[src/design/lpsm_consts.vh]
// Constants for the actuator period and supply monitor register bank
`ifndef LPSM_CONSTS_VH
`define LPSM_CONSTS_VH
// Register offsets
`define LPSM_OFS_OL_PERIOD 8'h20
`define LPSM_OFS_SUPPLY 8'h21
`define LPSM_OFS_RES_PERIOD 8'h22
// Reset values
`define LPSM_RST_OL_PERIOD 8'h00
`define LPSM_RST_SUPPLY 8'h00
`define LPSM_RST_RES_PERIOD 8'h00
// Field position of the 7-bit open-loop period code
`define LPSM_OL_CODE_MSB 6
// Period unit in nanoseconds (98.46 us) and clock period in ns
`define LPSM_PERIOD_UNIT_NS 98460
`define LPSM_CLK_NS 25
// Cycles per period unit, rounded down (98460 / 25 = 3938)
`define LPSM_UNIT_CYC (`LPSM_PERIOD_UNIT_NS / `LPSM_CLK_NS)
// Last count of the half-unit timer (1969 cycles, two make one unit)
`define LPSM_HALF_LAST 11'h7b0
// Missing back-EMF half cycles before open-loop fallback
`define LPSM_BEMF_MISS_MAX 4'h5
`endif

[src/design/lpsm_top.v]
// Period, supply and resonance register bank with drive timing
// Summary of operation
// - Open-loop drive period equals seven-bit code times 98.46 us.
// - Supply code register shows supply, sampled only while driving.
// - Resonance period register reports measured half-cycle pairs in units.
// - Resonance locks after half a cycle and tracks back-EMF each cycle.
// - Tracking needs no calibration; calibration input never touches it.
// - Trigger pin rising edge starts the loaded effect only while ext_trig_mode_i is set.
// - Rotating-mass drive outputs either polarity on both outputs.
// - Auto open-loop select enables fallback when back-EMF missing.
//
////////////////////////////////////////////////////////////////////////
// Timing notes
// The shared timer ticks every half period unit while driving.
// Open-loop drive flips phase every code half units, so the full
// drive period is the code in whole units.
// Resonance is measured in half units over a full back-EMF cycle,
// then halved into whole units before it reaches the readout.
// The half-unit count saturates, so a very slow actuator reads 0xff.
// A tick that meets a crossing is still counted, so no unit is lost.
// The first reading after a start spans the time since the start,
// later readings span exactly two crossings.
// Fallback counts half periods without any crossing; one crossing
// clears the count again.
// Readout writes from the host only land while nothing is driven,
// so a write can never fight a fresh measurement.
// Start wins over stop when idle; stop ends a running waveform.
// The calibration input is left unused on purpose: tracking must
// behave the same whether or not a calibration is running.
//
////////////////////////////////////////////////////////////////////////
`default_nettype none
`include "lpsm_consts.vh"
module lpsm_top (
  // Clock and reset
  input wire clk_i,
  input wire rst_i,
  // Register port
  input wire [7:0] reg_addr_i,
  input wire reg_wr_i,
  input wire [7:0] reg_wdata_i,
  output reg [7:0] reg_rdata_o,
  // Mode and triggers
  input wire bus_go_i,
  input wire input_trigger_pin_i,
  input wire ext_trig_mode_i,
  input wire stop_i,
  input wire lra_mode_i,
  input wire open_loop_mode_i,
  input wire auto_open_loop_select_i,
  input wire auto_cal_i,
  input wire erm_reverse_i,
  // Sensing
  input wire [7:0] supply_sample_i,
  input wire bemf_zero_cross_i,
  // Drive outputs
  output reg drive_p_o,
  output reg drive_n_o,
  output reg active_o,
  output reg open_loop_o
);
  reg [7:0] ol_period_reg;
  reg [7:0] supply_reg;
  reg [7:0] res_period_reg;
  reg trig_d_reg;
  reg [7:0] half_cnt_reg;
  // Measured cycle length in half units
  reg [8:0] meas_cnt_reg;
  reg [3:0] miss_reg;
  reg phase_reg;
  wire tick;
  wire start;
  wire [6:0] ol_code;
  wire half_done;

  // Sets a register byte from a write or holds
  function [7:0] wr_byte;
    input [7:0] ofs;
    input [7:0] cur;
    begin
      wr_byte = (reg_wr_i && reg_addr_i == ofs) ? reg_wdata_i : cur;
    end
  endfunction

  lpsm_unit_timer u_timer (
    .clk_i(clk_i),
    .rst_i(rst_i),
    .run_i(active_o),
    .tick_o(tick)
  );

  assign ol_code = ol_period_reg[`LPSM_OL_CODE_MSB:0];
  assign start = bus_go_i || (ext_trig_mode_i && input_trigger_pin_i && !trig_d_reg);
  assign half_done = tick && (half_cnt_reg[6:0] + 7'h01 >= ol_code);

  ////////////////////////////////////////////////////////////////////////
  // Register file; readouts also host-writable. bus access
  always @(posedge clk_i)
  begin
    if (rst_i)
    begin
      ol_period_reg <= `LPSM_RST_OL_PERIOD;
      supply_reg <= `LPSM_RST_SUPPLY;
      res_period_reg <= `LPSM_RST_RES_PERIOD;
    end
    else
    begin
      ol_period_reg <= wr_byte(`LPSM_OFS_OL_PERIOD, ol_period_reg);
      if (active_o)
        supply_reg <= supply_sample_i;
      else
        supply_reg <= wr_byte(`LPSM_OFS_SUPPLY, supply_reg);
      if (active_o && lra_mode_i && !open_loop_o && bemf_zero_cross_i && phase_reg)
        res_period_reg <= meas_cnt_reg[8:1]; // Half units to units
      else if (!active_o)
        res_period_reg <= wr_byte(`LPSM_OFS_RES_PERIOD, res_period_reg);
    end
  end

  // Read mux
  always @(posedge clk_i)
  begin
    if (rst_i)
      reg_rdata_o <= 8'h00;
    else
      case (reg_addr_i)
        `LPSM_OFS_OL_PERIOD: reg_rdata_o <= ol_period_reg;
        `LPSM_OFS_SUPPLY: reg_rdata_o <= supply_reg;
        `LPSM_OFS_RES_PERIOD: reg_rdata_o <= res_period_reg;
        default: reg_rdata_o <= 8'h00;
      endcase
  end

  ////////////////////////////////////////////////////////////////////////
  // Drive engine; auto_cal_i deliberately unused here
  always @(posedge clk_i)
  begin
    if (rst_i)
    begin
      trig_d_reg <= 1'b0;
      active_o <= 1'b0;
      open_loop_o <= 1'b0;
      half_cnt_reg <= 8'h00;
      meas_cnt_reg <= 9'h000;
      miss_reg <= 4'h0;
      phase_reg <= 1'b0;
      drive_p_o <= 1'b0;
      drive_n_o <= 1'b0;
    end
    else
    begin
      trig_d_reg <= input_trigger_pin_i;
      if (start && !active_o)
      begin
        active_o <= 1'b1;
        open_loop_o <= open_loop_mode_i;
        half_cnt_reg <= 8'h00;
        meas_cnt_reg <= 9'h000;
        miss_reg <= 4'h0;
        phase_reg <= 1'b0;
      end
      else if (stop_i)
        active_o <= 1'b0;
      else if (active_o)
      begin
        if (lra_mode_i && !open_loop_o && bemf_zero_cross_i)
        begin
          phase_reg <= ~phase_reg;
          miss_reg <= 4'h0;
          half_cnt_reg <= 8'h00;
          // New cycle keeps a coinciding tick
          if (phase_reg)
            meas_cnt_reg <= {8'h00, tick};
          else if (tick && meas_cnt_reg != 9'h1ff)
            meas_cnt_reg <= meas_cnt_reg + 9'h001;
        end
        else if (tick)
        begin
          // Saturating half-unit count
          if (meas_cnt_reg != 9'h1ff)
            meas_cnt_reg <= meas_cnt_reg + 9'h001;
          if (half_done || !lra_mode_i)
          begin
            half_cnt_reg <= 8'h00;
            if (lra_mode_i && open_loop_o)
              phase_reg <= ~phase_reg;
            if (lra_mode_i && !open_loop_o && auto_open_loop_select_i)
            begin
              if (miss_reg == `LPSM_BEMF_MISS_MAX)
                open_loop_o <= 1'b1;
              else
                miss_reg <= miss_reg + 4'h1;
            end
          end
          else
            half_cnt_reg <= half_cnt_reg + 8'h01;
        end
      end
      if (!active_o)
      begin
        drive_p_o <= 1'b0;
        drive_n_o <= 1'b0;
      end
      else if (lra_mode_i)
      begin
        drive_p_o <= ~phase_reg;
        drive_n_o <= phase_reg;
      end
      else
      begin
        drive_p_o <= ~erm_reverse_i;
        drive_n_o <= erm_reverse_i;
      end
    end
  end
endmodule // lpsm_top
`default_nettype wire

[src/design/lpsm_unit_timer.v]
// Timer that ticks once per half period unit (two ticks per 98.46 us)
`default_nettype none
`include "lpsm_consts.vh"
module lpsm_unit_timer (
  // Clock and reset
  input wire clk_i,
  input wire rst_i,
  // Control
  input wire run_i,
  // Tick out
  output reg tick_o
);
  reg [10:0] cnt_reg;
  reg [10:0] cnt_next;

  // Next count value
  always @*
  begin
    cnt_next = cnt_reg + 11'h001;
    if (!run_i || cnt_reg == `LPSM_HALF_LAST)
      cnt_next = 11'h000;
  end

  // Counter and tick register
  always @(posedge clk_i)
  begin
    if (rst_i)
    begin
      cnt_reg <= 11'h000;
      tick_o <= 1'b0;
    end
    else
    begin
      cnt_reg <= cnt_next;
      tick_o <= run_i && (cnt_reg == `LPSM_HALF_LAST);
    end
  end
endmodule // lpsm_unit_timer
`default_nettype wire

[config.mk]
export PLATFORM = sky130hd
export DESIGN_NAME = lpsm_top
export DESIGN_NICKNAME = d
export VERILOG_FILES = /design/src/design/lpsm_top.v /design/src/design/lpsm_unit_timer.v
export VERILOG_INCLUDE_DIRS = /design/src /design/src/design
export SDC_FILE = /design/constraint.sdc
export NUM_CORES = 1
export LEC_CHECK = 0
export ABC_AREA = 1
export BUFFER_PORTS_ARGS = -buffer_cell sky130_fd_sc_hd__buf_4
export CAP_MARGIN = 20
export CORE_UTILIZATION = 57
export CTS_CLUSTER_DIAMETER = 80
export CTS_CLUSTER_SIZE = 24
export DETAILED_ROUTE_END_ITERATION = 8
export PLACE_DENSITY = 0.88
export SLEW_MARGIN = 25
export SYNTH_ARGS = -nofsm -noshare
export SYNTH_HDL_FRONTEND = slang
export SYNTH_SLANG_ARGS = --single-unit
[constraint.sdc]
create_clock -name clk_i -period 3.05 [get_ports clk_i]
set_input_delay 0 -clock clk_i [delete_from_list [all_inputs] [get_ports clk_i]]
set_output_delay 0 -clock clk_i [all_outputs]
set_load 0.005 [all_outputs]
==> flow_summary.ini, run 1 <==
[setup_path]
reg2reg_from = half_cnt_reg[1]$_SDFFE_PP0P_
critPathMaxStageDelay_ns = 0.36
critPathBufInv = 3
crit_slowest_cell = dfxtp_1
reg2reg_depth = 17
crit_top_cell = inv_1
path_cells = ha_2 > nand4_1 > or2_2 > or2_2 > nand2_1 > inv_1 > ha_1 > nand2_1 > inv_1 > a21oi_1 > nand3_1 > nand2_2 > nand3_4 > nand2_2 > inv_1 > nor2_1 > nor2_1
rrSetupSlack_ns = 0.34
crit_arrival_ns = 2.96
end_kind = flop
critPathMaxFanout = 8
required_ns = 3.29
rr_endpoint = miss_reg[1]$_SDFFE_PP0P_
critPathLaunchType = flop
path_class = flop to flop
crit_family = simple AND/OR/NAND/NOR gates

[cells_and_area]
drive_gt1_share_pct = 15.7
fin_area_um2 = 4390
syn2layout_area_growth_pct = 24.1
largest_reg_flops = 11
num-nets-final = 624
diodes = 0
fin_util_pct = 73.8

[die]
start_util_pct = 59.5
rows = 28
die_w_um = 80.8
dieHeight_um = 80.8
die_area_um2 = 6530
coreArea_um2 = 5960
io-pin-count = 49

[sta]
fin_setup_tns_ns = 0
tightestPinTransition_ns = 0.646
finalMaxSlewViolations = 0
fin_crit_ns = 2.71
hold_viol = 0
fin_crit_sh_pct = 89.0
fin_ws_ns = 0.336
setup_viol = 0
grt_setup_unrepaired = no
max_slew_margin_pct = 56.8
fin_skew_ns = 0.00762
fmax_mhz = 368

[synth]
syn_nets = 552
synth.largest_area_cell = dfxtp_1
synth_cells = 501
syn-cell-area_um2 = 3540
yosys.area.top_type_share_pct = 39.6
postSynthAreaPerCell_um2 = 7.07
yosys_warnings = 0
synth_area_leaders = dfxtp_1, nand2_1, inv_1
yosysUniqueCellTypes = 34
synth-seq-cells = 70
synth-seq-area-share_pct = 39.6

[cts]
clock_latency_ns = 0.34
post-cts-setup-buffer-count = 0
cts-root-buf = clkbuf_8
clock_sinks = 70
cts_tree = built
cts_buffers = 9
clk_pin_slew_ns = 0.07
htreeDepth = 3
clockBufferDepth = 2

[power]
vdd_drop_max_uv = 377
power.total_w = 0.00187
p_leak_nw = 1.89
powerDensity_nw_per_um2 = 425

[grt]
grt_pass1_vias = 3293
gr-usage-met2_pct = 47.6
grtUsageTotal_pct = 27.6
grt_max_degree = 21
grtUsageMet1_pct = 31.2
overflow = 0
grt-busiest-layer = met2
use_met3_pct = 4.61
grt_antenna_before_repair = 0
grt_pass1_wl_mm = 13.8

[routing]
vias_per_cell = 5.38
first_pass_iters = 5
route.final.wire_length_mm = 8.53
ant_nets = 0
drc_errors = 0
wl_per_cell_um = 13.1
vias = 3512
drtIter0Drc = 244

[placement]
place.gp.congestion = 0.920
pre_cts_ws_ns = 0.0984
port_buffers = 47
dp_hpwl_mm = 5.89
place_area_um2 = 3960

[run_status]
outcome = complete, no violations

[hold_path]
hold_end = ol_period_reg[3]$_SDFFE_PP0P_
hold_depth = 3
hold_start = reg_wdata_i[3]
min_path_type = input pin to flop

[job]
drv_cap = 0
[final cells by class]
| type | count | area, um2 |
|---|---|---|
| clock buffers | 13 | 159 |
| clock inverters | 3 | 42.5 |
| fillers | 441 | 1560 |
| inverters | 79 | 304 |
| multi-input cells | 344 | 1820 |
| flip-flops and latches | 70 | 1400 |
| well taps | 75 | 93.8 |
| repair buffers | 69 | 571 |
[logic make-up after synthesis]
family / synth area share [%]
compound gates: 13.9
xor+xnor: 2.23
fa+ha+maj: 4.95
buf+inv: 9.58
flops: 39.6
simple gates: 29.8
[synth_stat cells]
cell type / n
nand2_4: 2
nand2_1: 115
o21bai_1: 1
nand3_1: 34
a211oi_1: 1
inv_1: 73
o21ai_1: 1
nand3b_1: 2
ha_1: 14
nor4_1: 2
nand3_2: 1
o21a_4: 1
a21oi_1: 36
dfxtp_1: 70
clkinv_1: 2
clkbuf_1: 4
xor2_1: 7
xnor2_1: 2
nor2_4: 6
nand4_1: 3
buf_2: 4
a31oi_1: 9
or2_2: 6
o21a_1: 2
inv_2: 2
nor3b_1: 1
o21ai_0: 23
inv_4: 1
nor2_1: 55
nand2_2: 2
nor3_1: 5
clkinv_4: 1
o211ai_1: 12
nand3_4: 1
[worst min-delay path, cell delays in order]
cell and delay, ns:
buf_4 0.09, o21ai_0 0.09, a21oi_1 0.12
[power by group]
part | switching, W | internal (W) | leakage [nW]
sequential | 0.0000142 | 0.000927 | 0.566
combinational | 0.0000889 | 0.0000764 | 1.23
clock | 0.000338 | 0.000422 | 0.0996
[repair_timing]
action	CTS	global route
gates resized for setup	0	7
hold endpoints to repair	23	0
hold buffers	21	0
endpoints found under the setup margin	0	12
[metal layers]
metal	vias to the layer above	routed length (um)
li1	1756	-
met1	1576	3550
met2	149	4140
met3	31	557
met4	0	291
met5	-	0
[how the worst max path moves through the flow]
| stage | start | to | slack [ns] | depth (start not counted) |
|---|---|---|---|---|
| floorplan | half_cnt_reg[0]$_SDFFE_PP0P_ | miss_reg[3]$_SDFFE_PP0P_ | 0.45 | 17 |
| global placement | half_cnt_reg[0]$_SDFFE_PP0P_ | half_cnt_reg[5]$_SDFFE_PP0P_ | 0.21 | 16 |
| detailed placement | half_cnt_reg[0]$_SDFFE_PP0P_ | half_cnt_reg[1]$_SDFFE_PP0P_ | 0.1 | 16 |
| CTS | half_cnt_reg[0]$_SDFFE_PP0P_ | half_cnt_reg[1]$_SDFFE_PP0P_ | 0.07 | 16 |
| global route | half_cnt_reg[1]$_SDFFE_PP0P_ | miss_reg[1]$_SDFFE_PP0P_ | 0.05 | 17 |
| finish | half_cnt_reg[1]$_SDFFE_PP0P_ | miss_reg[1]$_SDFFE_PP0P_ | 0.34 | 17 |
[cell usage in the layout (no fill, tap or decap), types with 2 or more instances in the layout]
master and instances:
clkbuf_8 11, ha_1 13, nor3_1 5, nand3_1 33
nand3_4 2, o211ai_1 12, nand2_4 2, dfxtp_1 69
clkbuf_1 2, o21a_1 2, nand2_1 113, clkinv_1 2
nor2_4 6, dlygate4sd3_1 21, xnor2_1 2, o21ai_0 23
inv_2 3, buf_4 48, nand3b_1 2, or2_2 6
a21oi_1 36, a31oi_1 9, nand2_2 4, xor2_1 7
nand4_1 3, inv_1 72, nor2_1 55, nor4_1 2
[stage by stage]
stage               hold slack, ns  std cells
floorplan                    0.107        501
global route                0.0218        653
CTS                        0.00221        653
global placement             0.216        616
detailed placement           0.241        616
finish                     0.00310        653
Note: power is estimated with default switching activity, not from simulation.
==> run 2, diff against run 1 <==
--- a/config.mk
+++ b/config.mk
@@ -6,7 +6,6 @@
 export SDC_FILE = /design/constraint.sdc
 export NUM_CORES = 1
 export LEC_CHECK = 0
-export ABC_AREA = 1
 export BUFFER_PORTS_ARGS = -buffer_cell sky130_fd_sc_hd__buf_4
 export CAP_MARGIN = 20
 export CORE_UTILIZATION = 57
@@ -14,6 +13,7 @@
 export CTS_CLUSTER_SIZE = 24
 export DETAILED_ROUTE_END_ITERATION = 8
 export PLACE_DENSITY = 0.88
+export SKIP_LAST_GASP = 1
 export SLEW_MARGIN = 25
 export SYNTH_ARGS = -nofsm -noshare
 export SYNTH_HDL_FRONTEND = slang
==> run 2 against run 1 <==
Power down 4.2%. Design area down 3.2%. Global-route usage up 0.18 points. Largest power group unchanged.
==> flow_summary.ini, run 2 <==
[cts]
clockBufferDepth = 2
ctsResizeCount = 0
cts-root-buf = clkbuf_8
clock_latency_ns = 0.36
clk_pin_slew_ns = 0.09
cts_tree = built
cts_buffers = 9
htreeDepth = 3
clock_sinks = 70

[synth]
synthTopCellsByCount = dfxtp_1, nor2_1, mux2i_1
synth-seq-cells = 70
syn-cell-area_um2 = 3480
syn_nets = 440
synthXorXnorAreaFrac_pct = 4.28
yosys.area.top_type_share_pct = 40.2
yosysMostFrequentCell = dfxtp_1
yosys_warnings = 0
synth_fa_ha_area_share_pct = 5.03
synth-main-ff-cell = dfxtp_1
yosys.area_share.simple_pct = 23.7
postSynthAreaPerCell_um2 = 8.95
synth_top_family_by_area = simple AND/OR/NAND/NOR gates
synth_area_leaders = dfxtp_1, mux2i_1, nor2_1
synth-edff-count = 0
synth-seq-area-share_pct = 40.2
synthMuxAreaShare_pct = 11.5
synthArstFlopShare_pct = 0
synth_cells = 389
synth-compound-area-share_pct = 11.1
synth.largest_area_cell = dfxtp_1
yosysUniqueCellTypes = 50

[sta]
fin_ws_ns = 0.472
fin_crit_ns = 2.58
fin_setup_tns_ns = 0
fin_skew_ns = 0.0172
setup_viol = 0
max_slew_margin_pct = 42.1
fin_crit_sh_pct = 84.5
grt_setup_unrepaired = no
finalMaxSlewViolations = 0
tightestPinTransition_ns = 0.865
hold_viol = 0
fmax_mhz = 388

[setup_path]
rrSetupSlack_ns = 0.47
crit_top_cell = ha_1
required_ns = 3.33
reg2reg_from = half_cnt_reg[0]$_SDFFE_PP0P_
crit_arrival_ns = 2.86
cp.depth = 9
critPathLaunchType = flop
path_class = flop to flop
rr_endpoint = miss_reg[2]$_SDFFE_PP0P_
end_kind = flop
worstSetupEndpoint = miss_reg[2]$_SDFFE_PP0P_
crit_slowest_cell = nor4b_1
critPathBufInv = 0
critPathMaxStageDelay_ns = 0.42
startpoint = half_cnt_reg[0]$_SDFFE_PP0P_
crit_family = simple AND/OR/NAND/NOR gates
path_cells = ha_1 > nand3_1 > and2_1 > or2_2 > ha_1 > and3_1 > a31oi_1 > nor4b_1 > mux2i_1
critPathMaxFanout = 5
reg2reg_depth = 9

[cells_and_area]
final_common_cell = dfxtp_1
finalNonFillerCells = 537
fin_util_pct = 71.8
diodes = 0
largest_reg_flops = 11
syn2layout_area_growth_pct = 22.1
layout_common_cells = dfxtp_1, nor2_1, buf_4
fillers = 412
drive_gt1_share_pct = 18.6
num-nets-final = 508

[grt]
overflow = 0
grt_max_degree = 30
grt_pass1_wl_mm = 13.7
grt_antenna_before_repair = 0
grt_pass1_vias = 3040
grtUsageTotal_pct = 27.8

[die]
start_util_pct = 58.8
rows = 28
io-pin-count = 49
die_area_um2 = 6430
coreArea_um2 = 5920
dieHeight_um = 80.2
die_w_um = 80.2

[job]
drv_cap = 0

[run_status]
outcome = complete, no violations

[routing]
vias_per_cell = 5.80
drc_errors = 0
first_pass_iters = 4
vias = 3112
ant_nets = 0
wl_per_cell_um = 15.5
drtIter0Drc = 225
route.final.wire_length_mm = 8.34

[placement]
dp_cells = 500
place.gp.congestion = 0.849
port_buffers = 47
dp_hpwl_mm = 5.42
pre_cts_ws_ns = 0.540

[power]
powerDensity_nw_per_um2 = 421
p_leak_nw = 1.69
vdd_drop_max_uv = 345

[hold_path]
min_path_type = input pin to flop
[run 2: worst min path at each step]
stage                                 end  slack (ns)                start  cells after the start
2_1_floorplan       trig_d_reg$_SDFF_PP0_        0.13  input_trigger_pin_i                      1
3_3_place_gp   supply_reg[2]$_SDFFE_PP0P_        0.23   supply_sample_i[2]                      3
3_5_place_dp   supply_reg[3]$_SDFFE_PP0P_        0.24   supply_sample_i[3]                      3
4_1_cts        supply_reg[4]$_SDFFE_PP0P_        0.01                rst_i                      2
5_1_grt        supply_reg[0]$_SDFFE_PP0P_        0.02                rst_i                      2
6_report       supply_reg[4]$_SDFFE_PP0P_        0.02                rst_i                      2
[run 2: worst reg2reg max path: cells and delay by family (launching register included)]
kind	cells	cell delay, ns
AOI/OAI and AO/OA	1	0.18
adders and majority gates	2	0.49
and+or+nand+nor	5	1.25
muxes	1	0.21
DFF	1	0.40
[run 2: through the flow]
step	hold slack, ns	total power [W]	area [um2]
2_1_floorplan	0.128	0.00103	3480
3_3_place_gp	0.235	0.00109	3860
3_5_place_dp	0.243	0.00109	3860
4_1_cts	0.0104	0.00179	4250
5_1_grt	0.0175	0.00184	4250
6_report	0.0207	0.00179	4250
[run 2: cell type report]
cell class	count	area, um2	area share (%)
multi-input combinational	290	1940	45.5
sequential	70	1400	33.0
timing repair buffer	71	581	13.7
clock buffer	10	138	3.24
tap	75	93.8	2.21
inverter	15	56.3	1.32
clock inverter	6	46.3	1.09
[run 2: logic make-up (layout without fill, tap and decap cells)]
logic type,after synthesis,count (layout)
simple gates,159,159
compound gates,61,61
mux,39,39
fa+ha+maj,14,14
flops,70,70
xor+xnor,17,17
buf+inv,29,102
[run 2: report_power, final]
part           switching, W  total [W]  leakage (nW)  internal [W]
sequential       0.00000784   0.000933         0.566      0.000925
combinational     0.0000793   0.000164          1.03     0.0000843
clock              0.000371   0.000692        0.0889      0.000321
total              0.000458    0.00179          1.69       0.00133
[run 2: per-layer routing]
layer | routed length (um) | GRT usage, %
met5 | 0 | 0
met3 | 356 | 5.34
met1 | 3420 | 32.1
met4 | 320 | 16.4
met2 | 4240 | 47.4
[run 2: what timing repair did]
action                    in CTS  in global routing
hold buffers                  20                  0
buffers inserted               0                  0
hold endpoints to repair      20                  0
